==> config.mk <==
export PLATFORM = sky130hd
export DESIGN_NAME = edpa_ctrl
export DESIGN_NICKNAME = d
export VERILOG_FILES = /design/src/common/edpa_pkg.sv /design/src/verilog/edpa_arbiter.sv /design/src/verilog/edpa_ctrl.sv
export SDC_FILE = /design/constraint.sdc
export NUM_CORES = 1
export LEC_CHECK = 0
export BUFFER_PORTS_ARGS = -buffer_cell sky130_fd_sc_hd__buf_2
export CAP_MARGIN = 5
export CORE_MARGIN = 3
export CORE_UTILIZATION = 40
export DETAILED_ROUTE_END_ITERATION = 6
export HOLD_SLACK_MARGIN = 0.1
export PLACE_DENSITY = 0.55
export SLEW_MARGIN = 20
export SYNTH_ARGS = -nofsm -noshare
export SYNTH_HDL_FRONTEND = slang
export SYNTH_SLANG_ARGS = --single-unit
==> constraint.sdc <==
create_clock -name i_clk -period 5.7 [get_ports i_clk]
set_clock_uncertainty 0.2 [all_clocks]
set_input_delay 0.57 -clock i_clk [delete_from_list [all_inputs] [get_ports i_clk]]
set_output_delay 0.57 -clock i_clk [all_outputs]
set_load 0.02 [all_outputs]
==> src/common/edpa_pkg.sv <==
/*
 File: shared constants and types for the Ethernet DMA poll/arbitration
 control block.
 Assumes: AXI4-Lite register bus with 32-bit data, one clock, sync reset.
*/
// Function
// - Next unchained descriptor address adds gap field words after current one.
// - Gap counts from end of current descriptor to start of next.
// - Gap zero in ring mode means descriptors packed back to back.
// - Select bit 0 gives weighted round-robin; tx-first picks heavier side.
// - Select bit 1 gives fixed priority; tx-first picks the winner.
// - Soft reset bit resets DMA and MAC state; reads 1 after reset.
// - Soft reset bit self-clears only after all reset work finishes.
// - Any write to tx poll makes tx DMA fetch current tx descriptor; code fetches on poll only while tx is suspended.
// - Host-owned tx descriptor keeps tx suspended, sets status bit 2.
// - DMA-owned tx descriptor ends suspend and resumes transmission.
// - Tx enters suspend on underflow or when no owned descriptor exists.
// - Tx poll accepted anytime; pending poll drops when refetch begins.
// - Tx poll register always reads zero.
// - Any write to rx poll makes rx DMA fetch current rx descriptor; code fetches on poll only while rx is suspended.
// - Host-owned rx descriptor keeps rx suspended, sets bit 7; else resume.
// - Rx suspends with no owned descriptor, stays until rx poll written.
// - Ratio field 00,01,10,11 mean weights 1:1,2:1,3:1,4:1.
package edpa_pkg;
   // Register byte offsets
   localparam logic [7:0] OFF_BUS_MODE = 8'h00;
   localparam logic [7:0] OFF_TX_POLL = 8'h04;
   localparam logic [7:0] OFF_RX_POLL = 8'h08;
   localparam logic [7:0] OFF_STATUS = 8'h14;
   localparam logic [7:0] OFF_INT_MASK = 8'h1c;
   localparam logic [7:0] OFF_CUR_TX = 8'h48;
   localparam logic [7:0] OFF_CUR_RX = 8'h4c;
   localparam logic [7:0] OFF_DESC_CTL = 8'h50;
   // Bus mode fields
   localparam int BIT_SOFT_RESET = 0;
   localparam int BIT_ARB_SELECT = 1;
   localparam int GAP_LSB = 2;
   localparam int GAP_MSB = 6;
   localparam int RATIO_LSB = 14;
   localparam int RATIO_MSB = 15;
   localparam int BIT_TX_FIRST = 27;
   localparam logic [31:0] BUS_MODE_RST = 32'h0000_0001;
   // Status fields
   localparam int BIT_TX_BUF_UNAVAIL = 2;
   localparam int BIT_RX_BUF_UNAVAIL = 7;
   localparam int BIT_TX_UNDERFLOW = 5;
   localparam logic [31:0] STATUS_MASK = 32'h0000_00a4;
   // Descriptor size in bytes and reset duration
   localparam logic [31:0] DESC_BYTES = 32'h0000_0010;
   localparam int RESET_NS = 640;
   localparam int CLK_NS = 40;
   localparam int RESET_CYC = (RESET_NS + CLK_NS - 1) / CLK_NS;
   localparam logic [1:0] AXI_OKAY = 2'b00;
   localparam logic [1:0] AXI_SLVERR = 2'b10;

   typedef struct packed {
      logic tx_first_bit;
      logic [1:0] rx_tx_weight_ratio;
      logic [4:0] descriptor_gap_words;
      logic arbitration_select;
   } edpa_mode_t;

   // Descriptor fetch request and answer from host memory
   typedef struct packed {
      logic valid;
      logic is_rx;
      logic [31:0] addr;
   } edpa_fetch_t;

   typedef struct packed {
      logic valid;
      logic dma_owned;
      logic chained;
   } edpa_fetch_ans_t;
endpackage

==> src/verilog/edpa_arbiter.sv <==
/*
 File: transmit/receive grant arbiter, weighted round-robin or fixed.
 Assumes: requests held until granted; one grant per cycle accepted.
*/
`timescale 1ns/100ps
module edpa_arbiter (
   // Clock and reset
   input wire logic i_clk,
   input wire logic i_srst,
   // Configuration
   input wire edpa_pkg::edpa_mode_t i_mode,
   // Requests and grants
   input wire logic i_tx_req,
   input wire logic i_rx_req,
   input wire logic i_take,
   output logic o_tx_gnt,
   output logic o_rx_gnt
);
   logic [2:0] credit_r;
   logic fav_turn_r;
   logic fav_req, oth_req, pick_fav;

   always_comb begin
      fav_req = i_mode.tx_first_bit ? i_tx_req : i_rx_req;
      oth_req = i_mode.tx_first_bit ? i_rx_req : i_tx_req;
      if (i_mode.arbitration_select) begin
         pick_fav = fav_req;
      end else begin
         pick_fav = fav_req && (fav_turn_r || !oth_req);
      end
      o_tx_gnt = i_mode.tx_first_bit ? pick_fav : (oth_req && !pick_fav);
      o_rx_gnt = i_mode.tx_first_bit ? (oth_req && !pick_fav) : pick_fav;
   end

   // Favoured side gets ratio+1 grants per one grant of the other side
   always_ff @(posedge i_clk) begin
      if (i_srst) begin
         credit_r <= 3'h0;
         fav_turn_r <= 1'b1;
      end else if (i_take && (fav_req || oth_req)) begin
         if (pick_fav) begin
            if (credit_r >= {1'b0, i_mode.rx_tx_weight_ratio}) begin
               credit_r <= 3'h0;
               fav_turn_r <= 1'b0;
            end else begin
               credit_r <= credit_r + 3'h1;
            end
         end else begin
            credit_r <= 3'h0;
            fav_turn_r <= 1'b1;
         end
      end
   end
endmodule

==> src/verilog/edpa_ctrl.sv <==
/*
 File: Ethernet DMA control top: registers, soft reset, poll demand,
 suspend tracking, next-descriptor address and fetch arbitration.
 Assumes: AXI4-Lite master from host; host memory answers descriptor
 fetches on o_fetch/i_fetch_ans; MAC reports underflow and descriptor
 completion as one-cycle pulses.
*/
// Chosen here: the AXI4-Lite interface to the registers and the register addresses.
`timescale 1ns/100ps
module edpa_ctrl (
   // Clock and reset
   input wire logic i_clk,
   input wire logic i_srst,
   // AXI4-Lite write address and data
   input wire logic s_axi_awvalid,
   output logic s_axi_awready,
   input wire logic [7:0] s_axi_awaddr,
   input wire logic s_axi_wvalid,
   output logic s_axi_wready,
   input wire logic [31:0] s_axi_wdata,
   input wire logic [3:0] s_axi_wstrb,
   // AXI4-Lite write response
   output logic s_axi_bvalid,
   input wire logic s_axi_bready,
   output logic [1:0] s_axi_bresp,
   // AXI4-Lite read
   input wire logic s_axi_arvalid,
   output logic s_axi_arready,
   input wire logic [7:0] s_axi_araddr,
   output logic s_axi_rvalid,
   input wire logic s_axi_rready,
   output logic [31:0] s_axi_rdata,
   output logic [1:0] s_axi_rresp,
   // Descriptor fetch to host memory
   output edpa_pkg::edpa_fetch_t o_fetch,
   input wire edpa_pkg::edpa_fetch_ans_t i_fetch_ans,
   // Events from the MAC datapath
   input wire logic i_tx_underflow,
   input wire logic i_tx_desc_done,
   input wire logic i_rx_desc_done,
   input wire logic i_mac_reset_busy,
   // Reset to DMA and MAC logic, interrupt
   output logic o_dma_mac_reset,
   output logic o_irq
);
   typedef enum logic [1:0] {EDPA_RUN, EDPA_FETCH, EDPA_SUSP} edpa_st_t;

   edpa_pkg::edpa_mode_t mode_r;
   logic soft_reset_r;
   logic [4:0] rst_cnt_r;
   logic [31:0] status_r, mask_r;
   logic [31:0] current_tx_descriptor_ptr_r, current_rx_descriptor_ptr_r;
   logic [31:0] tx_base_r, rx_base_r;
   logic tx_ring_end_r, rx_ring_end_r;
   logic tx_poll_value_r, rx_poll_value_r;
   edpa_st_t tx_st_r, rx_st_r;
   logic busy_r, busy_rx_r;
   logic [31:0] set_bits;
   logic aw_got_r, w_got_r;
   logic [7:0] awaddr_r;
   logic [31:0] wdata_r;
   logic [3:0] wstrb_r;
   logic wr_fire, rd_fire;
   logic tx_req, rx_req, tx_gnt, rx_gnt, dma_rst;

   // Next descriptor: end of current plus gap words, or list base at ring end
   function automatic logic [31:0] next_desc(input logic [31:0] cur,
         input logic [4:0] gap, input logic chained, input logic wrap,
         input logic [31:0] base);
      if (wrap) begin
         next_desc = base;
      end else if (chained) begin
         next_desc = cur + edpa_pkg::DESC_BYTES;
      end else begin
         next_desc = cur + edpa_pkg::DESC_BYTES + {25'h0, gap, 2'b00};
      end
   endfunction

   function automatic logic [31:0] merge(input logic [31:0] old,
         input logic [31:0] data, input logic [3:0] strb);
      for (int i = 0; i < 4; i++) begin
         merge[i*8 +: 8] = strb[i] ? data[i*8 +: 8] : old[i*8 +: 8];
      end
   endfunction

   assign dma_rst = i_srst || soft_reset_r;
   assign o_dma_mac_reset = soft_reset_r;
   assign o_irq = |(status_r & mask_r);

   // Write channel: address and data taken in either order
   assign s_axi_awready = !aw_got_r && !s_axi_bvalid;
   assign s_axi_wready = !w_got_r && !s_axi_bvalid;
   assign wr_fire = aw_got_r && w_got_r && !s_axi_bvalid;

   always_ff @(posedge i_clk) begin
      if (i_srst) begin
         aw_got_r <= 1'b0;
         w_got_r <= 1'b0;
         awaddr_r <= 8'h00;
         wdata_r <= 32'h0000_0000;
         wstrb_r <= 4'h0;
         s_axi_bvalid <= 1'b0;
         s_axi_bresp <= edpa_pkg::AXI_OKAY;
      end else begin
         if (s_axi_awvalid && s_axi_awready) begin
            aw_got_r <= 1'b1;
            awaddr_r <= s_axi_awaddr;
         end
         if (s_axi_wvalid && s_axi_wready) begin
            w_got_r <= 1'b1;
            wdata_r <= s_axi_wdata;
            wstrb_r <= s_axi_wstrb;
         end
         if (wr_fire) begin
            aw_got_r <= 1'b0;
            w_got_r <= 1'b0;
            s_axi_bvalid <= 1'b1;
            unique case (awaddr_r)
               edpa_pkg::OFF_BUS_MODE, edpa_pkg::OFF_TX_POLL,
               edpa_pkg::OFF_RX_POLL, edpa_pkg::OFF_STATUS,
               edpa_pkg::OFF_INT_MASK, edpa_pkg::OFF_CUR_TX,
               edpa_pkg::OFF_CUR_RX, edpa_pkg::OFF_DESC_CTL:
                  s_axi_bresp <= edpa_pkg::AXI_OKAY;
               default: s_axi_bresp <= edpa_pkg::AXI_SLVERR;
            endcase
         end else if (s_axi_bvalid && s_axi_bready) begin
            s_axi_bvalid <= 1'b0;
         end
      end
   end

   // Read channel
   assign s_axi_arready = !s_axi_rvalid;
   assign rd_fire = s_axi_arvalid && s_axi_arready;

   always_ff @(posedge i_clk) begin
      if (i_srst) begin
         s_axi_rvalid <= 1'b0;
         s_axi_rdata <= 32'h0000_0000;
         s_axi_rresp <= edpa_pkg::AXI_OKAY;
      end else if (rd_fire) begin
         s_axi_rvalid <= 1'b1;
         s_axi_rresp <= edpa_pkg::AXI_OKAY;
         s_axi_rdata <= 32'h0000_0000;
         unique case (s_axi_araddr)
            edpa_pkg::OFF_BUS_MODE: begin
               s_axi_rdata[edpa_pkg::BIT_SOFT_RESET] <= soft_reset_r;
               s_axi_rdata[edpa_pkg::BIT_ARB_SELECT] <=
                  mode_r.arbitration_select;
               s_axi_rdata[edpa_pkg::GAP_MSB:edpa_pkg::GAP_LSB] <=
                  mode_r.descriptor_gap_words;
               s_axi_rdata[edpa_pkg::RATIO_MSB:edpa_pkg::RATIO_LSB] <=
                  mode_r.rx_tx_weight_ratio;
               s_axi_rdata[edpa_pkg::BIT_TX_FIRST] <= mode_r.tx_first_bit;
            end
            // Poll registers read as zero
            edpa_pkg::OFF_TX_POLL: s_axi_rdata <= 32'h0000_0000;
            edpa_pkg::OFF_RX_POLL: s_axi_rdata <= 32'h0000_0000;
            edpa_pkg::OFF_STATUS: s_axi_rdata <= status_r;
            edpa_pkg::OFF_INT_MASK: s_axi_rdata <= mask_r;
            edpa_pkg::OFF_CUR_TX: s_axi_rdata <= current_tx_descriptor_ptr_r;
            edpa_pkg::OFF_CUR_RX: s_axi_rdata <= current_rx_descriptor_ptr_r;
            edpa_pkg::OFF_DESC_CTL: s_axi_rdata <= {30'h0, rx_ring_end_r,
               tx_ring_end_r};
            default: s_axi_rresp <= edpa_pkg::AXI_SLVERR;
         endcase
      end else if (s_axi_rvalid && s_axi_rready) begin
         s_axi_rvalid <= 1'b0;
      end
   end

   // Soft reset: held until counter expires and MAC reports idle
   always_ff @(posedge i_clk) begin
      if (i_srst) begin
         soft_reset_r <= 1'b1;
         rst_cnt_r <= 5'h00;
      end else if (soft_reset_r) begin
         if (rst_cnt_r < 5'(edpa_pkg::RESET_CYC)) begin
            rst_cnt_r <= rst_cnt_r + 5'h01;
         end else if (!i_mac_reset_busy) begin
            soft_reset_r <= 1'b0;
         end
      end else if (wr_fire && awaddr_r == edpa_pkg::OFF_BUS_MODE &&
            wstrb_r[0] && wdata_r[edpa_pkg::BIT_SOFT_RESET]) begin
         soft_reset_r <= 1'b1;
         rst_cnt_r <= 5'h00;
      end
   end

   // Writes ignored while reset runs; software waits for the bit to clear
   always_ff @(posedge i_clk) begin
      if (dma_rst) begin
         mode_r <= '0;
         mask_r <= 32'h0000_0000;
         tx_base_r <= 32'h0000_0000;
         rx_base_r <= 32'h0000_0000;
         tx_ring_end_r <= 1'b0;
         rx_ring_end_r <= 1'b0;
      end else if (wr_fire) begin
         unique case (awaddr_r)
            edpa_pkg::OFF_BUS_MODE: begin
               if (wstrb_r[0]) begin
                  mode_r.arbitration_select <=
                     wdata_r[edpa_pkg::BIT_ARB_SELECT];
                  mode_r.descriptor_gap_words <=
                     wdata_r[edpa_pkg::GAP_MSB:edpa_pkg::GAP_LSB];
               end
               if (wstrb_r[1]) begin
                  mode_r.rx_tx_weight_ratio <=
                     wdata_r[edpa_pkg::RATIO_MSB:edpa_pkg::RATIO_LSB];
               end
               if (wstrb_r[3]) begin
                  mode_r.tx_first_bit <= wdata_r[edpa_pkg::BIT_TX_FIRST];
               end
            end
            edpa_pkg::OFF_INT_MASK: mask_r <= merge(mask_r, wdata_r,
               wstrb_r) & edpa_pkg::STATUS_MASK;
            edpa_pkg::OFF_CUR_TX: tx_base_r <= merge(tx_base_r, wdata_r,
               wstrb_r);
            edpa_pkg::OFF_CUR_RX: rx_base_r <= merge(rx_base_r, wdata_r,
               wstrb_r);
            edpa_pkg::OFF_DESC_CTL: begin
               if (wstrb_r[0]) begin
                  tx_ring_end_r <= wdata_r[0];
                  rx_ring_end_r <= wdata_r[1];
               end
            end
            default: ;
         endcase
      end
   end

   // Poll demand latches; dropped when the refetch is issued
   always_ff @(posedge i_clk) begin
      if (dma_rst) begin
         tx_poll_value_r <= 1'b0;
         rx_poll_value_r <= 1'b0;
      end else begin
         if (wr_fire && awaddr_r == edpa_pkg::OFF_TX_POLL) begin
            tx_poll_value_r <= 1'b1;
         end else if (tx_gnt) begin
            tx_poll_value_r <= 1'b0;
         end
         if (wr_fire && awaddr_r == edpa_pkg::OFF_RX_POLL) begin
            rx_poll_value_r <= 1'b1;
         end else if (rx_gnt) begin
            rx_poll_value_r <= 1'b0;
         end
      end
   end

   // Fetch requests: running paths after a descriptor, suspended on poll
   assign tx_req = !busy_r && ((tx_st_r == EDPA_SUSP && tx_poll_value_r)
      || tx_st_r == EDPA_FETCH);
   assign rx_req = !busy_r && ((rx_st_r == EDPA_SUSP && rx_poll_value_r)
      || rx_st_r == EDPA_FETCH);

   edpa_arbiter u_arb (
      .i_clk(i_clk),
      .i_srst(dma_rst),
      .i_mode(mode_r),
      .i_tx_req(tx_req),
      .i_rx_req(rx_req),
      .i_take(!busy_r),
      .o_tx_gnt(tx_gnt),
      .o_rx_gnt(rx_gnt)
   );

   // One fetch outstanding at a time
   always_ff @(posedge i_clk) begin
      if (dma_rst) begin
         busy_r <= 1'b0;
         busy_rx_r <= 1'b0;
         o_fetch <= '0;
      end else if (tx_gnt || rx_gnt) begin
         busy_r <= 1'b1;
         busy_rx_r <= rx_gnt;
         o_fetch.valid <= 1'b1;
         o_fetch.is_rx <= rx_gnt;
         o_fetch.addr <= rx_gnt ? current_rx_descriptor_ptr_r :
            current_tx_descriptor_ptr_r;
      end else begin
         o_fetch.valid <= 1'b0;
         if (i_fetch_ans.valid) begin
            busy_r <= 1'b0;
         end
      end
   end

   // Tx path state and pointer
   always_ff @(posedge i_clk) begin
      if (dma_rst) begin
         tx_st_r <= EDPA_SUSP;
         current_tx_descriptor_ptr_r <= 32'h0000_0000;
      end else if (wr_fire && awaddr_r == edpa_pkg::OFF_CUR_TX) begin
         current_tx_descriptor_ptr_r <= merge(current_tx_descriptor_ptr_r,
            wdata_r, wstrb_r);
      end else if (i_tx_underflow) begin
         tx_st_r <= EDPA_SUSP;
      end else if (busy_r && !busy_rx_r && i_fetch_ans.valid) begin
         tx_st_r <= i_fetch_ans.dma_owned ? EDPA_RUN : EDPA_SUSP;
      end else if (tx_st_r == EDPA_RUN && i_tx_desc_done) begin
         tx_st_r <= EDPA_FETCH;
         current_tx_descriptor_ptr_r <= next_desc(
            current_tx_descriptor_ptr_r, mode_r.descriptor_gap_words,
            1'b0, tx_ring_end_r, tx_base_r);
      end
   end

   // Rx path state and pointer
   always_ff @(posedge i_clk) begin
      if (dma_rst) begin
         rx_st_r <= EDPA_SUSP;
         current_rx_descriptor_ptr_r <= 32'h0000_0000;
      end else if (wr_fire && awaddr_r == edpa_pkg::OFF_CUR_RX) begin
         current_rx_descriptor_ptr_r <= merge(current_rx_descriptor_ptr_r,
            wdata_r, wstrb_r);
      end else if (busy_r && busy_rx_r && i_fetch_ans.valid) begin
         rx_st_r <= i_fetch_ans.dma_owned ? EDPA_RUN : EDPA_SUSP;
      end else if (rx_st_r == EDPA_RUN && i_rx_desc_done) begin
         rx_st_r <= EDPA_FETCH;
         current_rx_descriptor_ptr_r <= next_desc(
            current_rx_descriptor_ptr_r, mode_r.descriptor_gap_words,
            1'b0, rx_ring_end_r, rx_base_r);
      end
   end

   // Sticky status: set wins over read-clear
   always_comb begin
      set_bits = 32'h0000_0000;
      set_bits[edpa_pkg::BIT_TX_UNDERFLOW] = i_tx_underflow;
      set_bits[edpa_pkg::BIT_TX_BUF_UNAVAIL] = busy_r && !busy_rx_r &&
         i_fetch_ans.valid && !i_fetch_ans.dma_owned;
      set_bits[edpa_pkg::BIT_RX_BUF_UNAVAIL] = busy_r && busy_rx_r &&
         i_fetch_ans.valid && !i_fetch_ans.dma_owned;
   end

   always_ff @(posedge i_clk) begin
      if (dma_rst) begin
         status_r <= 32'h0000_0000;
      end else if (rd_fire && s_axi_araddr == edpa_pkg::OFF_STATUS) begin
         status_r <= set_bits;
      end else begin
         status_r <= status_r | set_bits;
      end
   end
endmodule

==> results of run 1 <==
==> synthesized netlist by cell type, types with 7 or more instances <==
master / count
nor4_1: 11
buf_1: 8
nand3_1: 50
nor2b_1: 13
o21ai_0: 81
nand3b_1: 7
clkbuf_1: 92
and2_1: 11
a22oi_1: 16
o221ai_1: 39
nor2_1: 177
xnor2_1: 18
a21boi_0: 12
o22ai_1: 10
o211ai_1: 17
a31oi_1: 18
mux2i_1: 59
and3_1: 13
buf_4: 7
nand2_1: 289
nand2b_1: 9
a21oi_1: 204
nor3_1: 34
buf_2: 17
a21o_1: 8
ha_1: 24
dfxtp_1: 278
xor2_1: 10
inv_1: 33
a221oi_1: 9
nand4_1: 13
a211oi_1: 19
==> stage by stage <==
stage / hold WS [ns] / setup slack, ns / total power, mW / instance area [um2] / instances
after floorplan: 0.228 / 2.95 / 2.16 / 13800 / 1740
after global placement: 0.237 / 2.55 / 2.24 / 14700 / 2216
final: 0.114 / 2.50 / 4.43 / 16100 / 2304
after detailed placement: 0.242 / 2.50 / 2.24 / 14700 / 2216
after CTS: 0.100 / 2.50 / 4.47 / 16100 / 2304
after global routing: 0.115 / 2.33 / 4.58 / 16100 / 2304
==> cell families after synthesis <==
| logic type | after synthesis |
|---|---|
| adder cells (fa/ha/maj) | 26 |
| flip-flops | 278 |
| XOR/XNOR | 28 |
| AO/OA/AOI/OAI | 499 |
| other | 1 |
| buffers and inverters | 164 |
| AND/OR/NAND/NOR | 678 |
| multiplexers | 65 |
==> power by group through the flow <==
stage	registers, mW	logic (mW)	clock network (mW)
detailed placement	2.07	0.171	0
finish	2.03	0.182	2.21
global route	2.03	0.204	2.34
floorplan	2.05	0.112	0
CTS	2.03	0.185	2.26
global placement	2.07	0.169	0
==> how the worst min path moves through the flow <==
stage | slack (ns) | endpoint | from | cells after the start
floorplan | 0.23 | tx_base_r[21] | tx_base_r[21] | 2
global placement | 0.24 | tx_base_r[23] | tx_base_r[23] | 2
detailed placement | 0.24 | tx_base_r[23] | tx_base_r[23] | 2
CTS | 0.10 | wdata_r[27] | s_axi_wdata[27] | 3
global route | 0.12 | wdata_r[2] | s_axi_wdata[2] | 3
finish | 0.11 | wdata_r[12] | s_axi_wdata[12] | 3
==> worst min-delay path, stage by stage <==
cell	delay (ns)
buf_2	0.10
nand2_1	0.06
a21oi_1	0.05
==> flip-flops by register name, indices dropped and copies added (netlist names), 4 cells and up <==
signal,cells
s_axi_rdata,32
wstrb_r,4
rst_cnt_r,5
rx_base_r,32
mode_r,9
wdata_r,32
o_fetch,33
current_rx_descriptor_ptr_r,32
awaddr_r,8
tx_base_r,32
current_tx_descriptor_ptr_r,32
==> metal layers <==
layer / part of all wire / vias to the layer above / track usage / routed length, um
met5: 0 / - / 0 / 0
li1: - / 6413 / - / -
met3: 0.075 / 55 / 0.0407 / 3380
met4: 0.019 / 0 / 0.0542 / 844
met1: 0.50 / 6105 / 0.371 / 22400
met2: 0.41 / 432 / 0.348 / 18300
==> repair_timing <==
item,in CTS,in global routing
endpoints found under the hold margin,27,0
hold buffers,27,0
buffers inserted,0,0
==> area by class of cell <==
type	count	area, um2
Clock inverter	6	55.1
Fill cell	3400	17700
Tap cell	448	561
Timing Repair Buffer	184	1100
Multi-Input combinational cell	1298	7590
Clock buffer	55	1100
Sequential cell	278	5570
Inverter	35	131
==> results_dict.tcl, run 1 <==
set metrics [dict create \
    wl_per_cell_um 19.5 \
    async_flop_share 0 \
    slew-limit-headroom 0.319 \
    synth-seq-cells 278 \
    power_frac_comb 0.041 \
    cts_max_level 2 \
    yosysTopAreaCellShare 0.403 \
    antennaDiodeCount 0 \
    setup_viol 0 \
    timing.fmax_ghz 0.313 \
    cts_sinks 278 \
    rows 67 \
    syn-mean-instance-area_um2 7.94 \
    synth_warnings 0 \
    vias_per_cell 5.64 \
    min_period_ns 3.20 \
    core-area_um2 33800 \
    cp.arrival_ns 3.37 \
    mostFrequentLayoutCell "nand2_1" \
    max_stage_delay_ns 0.81 \
    reg2reg_depth 6 \
    path_delay_family "simple AND/OR/NAND/NOR gates" \
    worst-r2r-setup-slack_ns 2.50 \
    p_int_mw 3.41 \
    worst_slew_pin_slew_ns 1.01 \
    synthMuxAreaShare 0.0477 \
    grt_antenna_before_repair 0 \
    hold_viol 0 \
    ios 143 \
    synth_compound_area_frac 0.230 \
    synthXorXnorAreaFrac 0.0178 \
    ys_seq_area_frac 0.403 \
    die-area_um2 36800 \
    status "finished, final reports clean" \
    ys_types 87 \
    hpwl_um 31800 \
    critPathKind "flip-flop to flip-flop" \
    drive_above_1_share 0.138 \
    worstPathMaxFanout 13 \
    path_cells "nor4b_4 -> and3_1 -> and2_1 -> nor2_1 -> a211oi_1 -> nor3_1" \
    initial_utilization 0.409 \
    drtPass1Iterations 5 \
    overflow 0 \
    cts_tree "built" \
    p_leak_nw 6.10 \
    hold_path_class "primary input to flip-flop" \
    path_depth 6 \
    syn_inst 1739 \
    slew_viol_final 0 \
    grt_max_degree 89 \
    grt_pass1_wl_um 70300 \
    synth.area.top_cells "dfxtp_1 (40%), nand2_1 (7.9%), a21oi_1 (7.4%)" \
    nets 1923 \
    synth_edf_count 0 \
    die_w_um 192 \
    crit_path_start_kind "flip-flop" \
    synth.cell_area_um2 13800 \
    path_buf_inv 0 \
    yosysTopAreaCell "dfxtp_1" \
    postRouteAntennaNets 0 \
    synth_top_family_by_area "compound AO/OA/AOI/OAI gates" \
    cp_slowest_cell "nor4b_4" \
    num_vias 13000 \
    dieHeight_um 192 \
    synthAdderAreaFrac 0.0246 \
    root_buffer "clkbuf_16" \
    crit_start "awaddr_r[4]" \
    r2r-end "current_rx_descriptor_ptr_r[20]" \
    drc 0 \
    cp.required_ns 5.88 \
    gp_congestion 0.893 \
    fin_util 0.477 \
    crit_end "current_rx_descriptor_ptr_r[20]" \
    tns_ns 0 \
    cap_violations 0 \
    clk_pin_slew_ns 0.06 \
    drt_iter0_drc 816 \
    numPortBuffers 139 \
    peakVddDrop_mv 0.153 \
    final_cell_mix "nand2_1 (287), dfxtp_1 (277), a21oi_1 (204)" \
    cts_buffers 34 \
    routed_wirelength_um 44900 \
    fin_crit_sh 0.561 \
    power_frac_seq 0.459 \
    cts_resized 0 \
    switching_share 0.230 \
    synth-simple-area-share 0.228 \
    grt_pass1_vias 12100 \
    cts_buffer_depth 3 \
    track_usage 0.241 \
    clk_latency_ns 0.52 \
    ys.flop_type "dfxtp_1" \
    grt_setup_unrepaired "no" \
    power_density_nw_per_um2 275 \
    pwr-share-clk 0.500 \
    syn_to_final_growth_pct 16.7 \
    switching_power_mw 1.02 \
    cp-end-kind "flip-flop" \
    r2r_start "awaddr_r[4]" \
]
(Power assumes the default switching activity.)
==> run 2: changes to the inputs <==
Settings changed: ABC_AREA set to 1.
Clock period 5.7 ns to 3.05 ns, I/O delays scaled along.
==> run 2 against run 1 <==
Against the previous run: critical path depth grew 8; clock power grew 76%; setup slack lost 2.3 ns; hold slack gained 0.034 ns; sequential power grew 86%; critical path type unchanged; largest power group unchanged.
==> results_dict.tcl, run 2 <==
set metrics [dict create \
    tns_ns 0 \
    placed_cell_area_um2 15700 \
    die_w_um 197 \
    switching_power_mw 1.92 \
    syn_inst 2258 \
    yosysMostFrequentCell "nand2_1" \
    status "finished, final reports clean" \
    drt_iter0_drc 1161 \
    path_cells "ha_1 -> ha_1 -> inv_1 -> fa_1 -> inv_1 -> nand2_1 -> nand2_1 -> nand3_1 -> nand2_1 -> nand3_1 -> o21ai_0 -> nand2_1 -> o21ai_0 -> a21oi_1" \
    crit_top_cell "nand2_1" \
    cts_sinks 278 \
    cap_violations 0 \
    worstPathMaxFanout 6 \
    vias_per_cell 5.23 \
    cp.required_ns 3.33 \
    grt_setup_unrepaired "no" \
    regMostFlops "o_fetch" \
    routed_wirelength_um 52200 \
    synth.cell_area_um2 14600 \
    syn_to_final_growth_pct 19.4 \
    worst_slew_pin_slew_ns 1.09 \
    async_flop_share 0 \
    synth_warnings 0 \
    die-area_um2 38700 \
    dieHeight_um 197 \
    cp-end-kind "flip-flop" \
    clk_latency_ns 0.58 \
    antennaDiodeCount 0 \
    synth.area.top_cells "dfxtp_1 (38%), nand2_1 (16%), a21oi_1 (7.5%)" \
    wl_per_cell_um 18.0 \
    r2r_start "current_rx_descriptor_ptr_r[3]" \
    cts_buffer_depth 3 \
    core-area_um2 35700 \
    grt_max_degree 106 \
    track_usage 0.265 \
    finalNonFillerCells 2904 \
    ys_types 41 \
    power_density_nw_per_um2 468 \
    grt_pass1_wl_um 81200 \
    postRouteAntennaNets 0 \
    largest_reg_flops 33 \
    mostFrequentLayoutCell "nand2_1" \
    hpwl_um 38000 \
    nets 2512 \
    hold_viol 0 \
    slew_viol_final 0 \
    place_inst 2790 \
    initial_utilization 0.407 \
    fin_util 0.486 \
    num_vias 15200 \
    hp-start "s_axi_awvalid" \
    min_period_ns 2.81 \
    syn-mean-instance-area_um2 6.45 \
    path_buf_inv 2 \
    peakVddDrop_mv 0.438 \
    slew-limit-headroom 0.273 \
    ys_seq_area_frac 0.382 \
    power_frac_seq 0.464 \
    synth_edf_count 0 \
    root_buffer "clkbuf_16" \
    final_cell_mix "nand2_1 (627), dfxtp_1 (278), inv_1 (251)" \
    drtPass1Iterations 6 \
    cts_tree "built" \
    nFillCells 3778 \
    cts_buffers 31 \
    yosysTopAreaCell "dfxtp_1" \
    ys.flop_type "dfxtp_1" \
    overflow 0 \
    clk_pin_slew_ns 0.07 \
    pwr-share-clk 0.476 \
    p_leak_nw 7.68 \
    critPathKind "flip-flop to flip-flop" \
    cts_max_level 1 \
    synth-seq-cells 278 \
    cp.arrival_ns 3.09 \
    yosys-top-cells-count "nand2_1 (628), dfxtp_1 (278), inv_1 (252)" \
    power_frac_comb 0.060 \
    grt_pass1_vias 14100 \
    max_stage_delay_ns 0.41 \
    grt_antenna_before_repair 1 \
    crit_start "current_rx_descriptor_ptr_r[3]" \
    crit_path_start_kind "flip-flop" \
    postCtsSetupBuffers 0 \
    cp_slowest_cell "fa_1" \
    hold_path_class "primary input to flip-flop" \
    hold-worst-slack_ns 0.148 \
    fin_crit_sh 0.921 \
    gp_congestion 0.923 \
    timing.fmax_ghz 0.356 \
    drc 0 \
    ios 143 \
    numPortBuffers 139 \
    drive_above_1_share 0.109 \
    path_delay_family "adder cells" \
    yosysTopAreaCellShare 0.382 \
    final_area_um2 17400 \
    setup_viol 0 \
    switching_share 0.236 \
    p_int_mw 6.22 \
    rows 69 \
]
run 2: cell count changes after synthesis, sizes merged, moves of 15 or more:
cell / previous run / this run
nand2: 295 / 635
inv: 33 / 269
nand3: 52 / 200
o21ai: 81 / 170
mux2i: 59 / 0
o221ai: 39 / 2
nor2: 181 / 211
clkbuf: 96 / 77
a211oi: 19 / 37
a21boi: 15 / 0
a22oi: 16 / 1
run 2: area by class of cell:
class                           count  area (um2)  share of cell area
Multi-Input combinational cell   1606        7570               0.435
Sequential cell                   278        5570               0.320
Timing Repair Buffer              233        1600              0.0919
Inverter                          270        1010              0.0583
Clock buffer                       48         970              0.0558
Tap cell                          461         577              0.0332
Clock inverter                      8        92.6             0.00533
run 2: cell families (layout without fill, tap and decap cells):
family                   after synthesis  in the layout  share of synthesized area
AND/OR/NAND/NOR                     1090           1090                      0.310
XOR/XNOR                              13             13                    0.00782
adder cells (fa/ha/maj)               26             26                     0.0234
other                                  1              2                   0.000258
flip-flops                           278            278                      0.382
buffers and inverters                375            559                     0.0993
AO/OA/AOI/OAI                        475            475                      0.177
run 2: power by group through the flow:
| stage | sequential [mW] | combinational [mW] | clock (mW) |
|---|---|---|---|
| after floorplan | 3.85 | 0.232 | 0 |
| after global placement | 3.85 | 0.415 | 0 |
| after detailed placement | 3.85 | 0.422 | 0 |
| after CTS | 3.77 | 0.480 | 3.96 |
| after global routing | 3.78 | 0.538 | 4.10 |
| final | 3.78 | 0.485 | 3.88 |
run 2: metal layers:
metal / global-route usage / share of wire
met2: 0.391 / 0.40
met4: 0.0634 / 0.021
met5: 0 / 0.00023
met3: 0.0415 / 0.073
met1: 0.405 / 0.50
run 2: worst paths after layout:
kind                                     end  slack (ns)  depth (start not counted)
min                              awaddr_r[0]        0.15                          3
min reg2reg                    rx_base_r[20]        0.25                          2
max          current_rx_descriptor_ptr_r[21]        0.24                         14
max reg2reg  current_rx_descriptor_ptr_r[21]        0.24                         14
run 2: repair_timing:
item | in CTS | in global routing
hold endpoints to repair | 75 | 0
gates resized for setup | 0 | 0
hold buffers | 58 | 0
run 2: worst register-to-register path: stages (launching register included):
cell and delay (ns):
dfxtp_1 0.36, ha_1 0.29, ha_1 0.22, inv_1 0.07
fa_1 0.41, inv_1 0.10, nand2_1 0.06, nand2_1 0.10
nand3_1 0.10, nand2_1 0.22, nand3_1 0.18, o21ai_0 0.20
nand2_1 0.06, o21ai_0 0.08, a21oi_1 0.08
run 2: through the flow:
stage / total power, mW / setup WS, ns
finish: 8.14 / 0.240
global route: 8.42 / 0.00464
CTS: 8.21 / 0.253
detailed placement: 4.28 / 0.252
global placement: 4.27 / 0.293
floorplan: 4.08 / 0.594
==> run 3: changes to the inputs <==
Settings changed: CORE_ASPECT_RATIO set to 2, REMOVE_ABC_BUFFERS set to 1.
==> run 3 against run 2 <==
Against the previous run: clock-buffer cell count fell by 7; critical path type unchanged; largest cell class unchanged; first-iteration DRC count fell by 28%; setup slack got worse by 0.064 ns.
==> results_dict.tcl, run 3 (synthesis gave the netlist of run 2 again) <==
set metrics [dict create \
    status "finished, final reports clean" \
    routed_wirelength_um 59900 \
    min_to "s_axi_rresp[1]" \
    hold_depth 8 \
    clk_latency_ns 0.58 \
    cts_sinks 278 \
    clk_pin_slew_ns 0.07 \
    die-area_um2 38900 \
    peakVddDrop_mv 0.465 \
    multi_input_area_um2 7580 \
    postCtsSetupBuffers 0 \
    reg2reg_depth 12 \
    hpwl_um 43900 \
    hold_viol 0 \
    cp_slowest_cell "dfxtp_1" \
    switching_power_mw 1.94 \
    crit_path_start_kind "flip-flop" \
    drc 0 \
    wl_per_cell_um 20.6 \
    worstPathMaxFanout 6 \
    cts_buffers 28 \
    grt_max_degree 86 \
    cp.arrival_ns 3.12 \
    worst_slew_pin_slew_ns 0.981 \
    rows 98 \
    drt_iter0_drc 838 \
    pwr-share-clk 0.465 \
    preCtsSetupSlack_ns 0.188 \
    mostFrequentLayoutCell "nand2_1" \
    cp.required_ns 3.29 \
    dieHeight_um 276 \
    grt_pass1_wl_um 89400 \
    worst-r2r-setup-slack_ns 0.18 \
    track_usage 0.302 \
    setup_viol 0 \
    grt_antenna_before_repair 1 \
    fin_crit_sh 0.942 \
    cts_buffer_depth 3 \
    cts_tree "built" \
    min_period_ns 2.87 \
    place_inst 2799 \
    max_stage_delay_ns 0.46 \
    timing.fmax_ghz 0.348 \
    syn_to_final_growth_pct 19.8 \
    r2r_start "mode_r[4]" \
    regMostFlops "o_fetch" \
    grt_pass1_vias 15200 \
    initial_utilization 0.407 \
    cp-end-kind "flip-flop" \
    numPortBuffers 139 \
    drtPass1Iterations 5 \
    finalNonFillerCells 2904 \
    path_cells "ha_1 -> ha_1 -> nand2_1 -> nand3_1 -> nand2_1 -> nand2_1 -> nand2_1 -> nand2_1 -> nand3_1 -> nand3_1 -> nand2_1 -> a21oi_1" \
    vias_per_cell 5.34 \
    num_vias 15500 \
    postRouteAntennaNets 0 \
    crit_top_cell "nand2_1" \
    p_int_mw 6.00 \
    nFillCells 3780 \
    seq_area_um2 5570 \
    hold_path_class "primary input to flip-flop" \
    p_leak_nw 7.72 \
    slew_viol_final 0 \
    nets 2525 \
    slew-limit-headroom 0.345 \
    core-area_um2 35800 \
    overflow 0 \
    switching_share 0.244 \
    final_cell_mix "nand2_1 (625), dfxtp_1 (278), inv_1 (250)" \
    hold-worst-slack_ns 0.139 \
    ios 143 \
    cts_max_level 1 \
    power_density_nw_per_um2 455 \
    die_w_um 141 \
    grt_setup_unrepaired "no" \
    power_frac_comb 0.059 \
    power_frac_seq 0.475 \
    largest_reg_flops 33 \
    path_delay_family "simple AND/OR/NAND/NOR gates" \
    gp_congestion 0.994 \
    critPathKind "flip-flop to flip-flop" \
    hp-start "s_axi_araddr[2]" \
    path_buf_inv 0 \
    r2r-end "current_rx_descriptor_ptr_r[18]" \
    root_buffer "clkbuf_16" \
    cap_violations 0 \
    setup_ws_ns 0.176 \
    drive_above_1_share 0.116 \
]
run 3: worst max path at each step:
stage | from | to | slack, ns | cells after the start
after global placement | current_rx_descriptor_ptr_r[3] | current_rx_descriptor_ptr_r[25] | 0.20 | 16
final | mode_r[4] | current_rx_descriptor_ptr_r[18] | 0.18 | 12
after global routing | current_rx_descriptor_ptr_r[3] | current_rx_descriptor_ptr_r[19] | 0.01 | 16
after detailed placement | current_rx_descriptor_ptr_r[3] | current_rx_descriptor_ptr_r[25] | 0.19 | 16
after floorplan | o_dma_mac_reset | rx_base_r[0] | -2.84 | 3
after CTS | current_rx_descriptor_ptr_r[3] | current_rx_descriptor_ptr_r[25] | 0.15 | 16
run 3: cell type report:
| type | count | area share |
|---|---|---|
| Clock buffer | 41 | 0.0494 |
| Sequential cell | 278 | 0.319 |
| Antenna cell | 1 | 0.000144 |
| Tap cell | 450 | 0.0323 |
| Inverter | 270 | 0.0581 |
| Timing Repair Buffer | 249 | 0.100 |
| Clock inverter | 9 | 0.00596 |
| Multi-Input combinational cell | 1606 | 0.435 |
run 3: repair_timing:
action / CTS / global route
hold buffers: 54 / 0
endpoints found under the hold margin: 65 / 0
endpoints found under the setup margin: 0 / 8
resized for setup: 0 / 5
run 3: worst reg2reg max path: cells and delay by family (launching register included):
| kind | cells | cell delay [ns] |
|---|---|---|
| DFF | 1 | 0.46 |
| adders and majority gates | 2 | 0.68 |
| and+or+nand+nor | 9 | 1.34 |
| AOI/OAI and AO/OA | 1 | 0.05 |
run 3: metal layers:
| metal | global-route usage | wire length (um) |
|---|---|---|
| met4 | 0.206 | 4730 |
| met2 | 0.588 | 32200 |
| met5 | 0 | 0 |
| met3 | 0.0303 | 2290 |
| met1 | 0.293 | 20700 |
run 3: metrics by stage:
stage               area (um2)  power, mW   util  TNS [ns]
floorplan                14100       4.07      -   -303.86
global placement         15900       4.26  0.444         0
detailed placement       15900       4.27  0.444         0
CTS                      17400       8.02  0.486         0
global route             17400       8.21  0.487         0
finish                   17400       7.94  0.487         0
run 3: power groups by stage:
stage	Clock, mW	Sequential [mW]	Combinational [mW]
floorplan	0	3.85	0.214
global placement	0	3.85	0.411
detailed placement	0	3.85	0.419
CTS	3.77	3.77	0.473
global route	3.90	3.78	0.529
finish	3.69	3.77	0.471
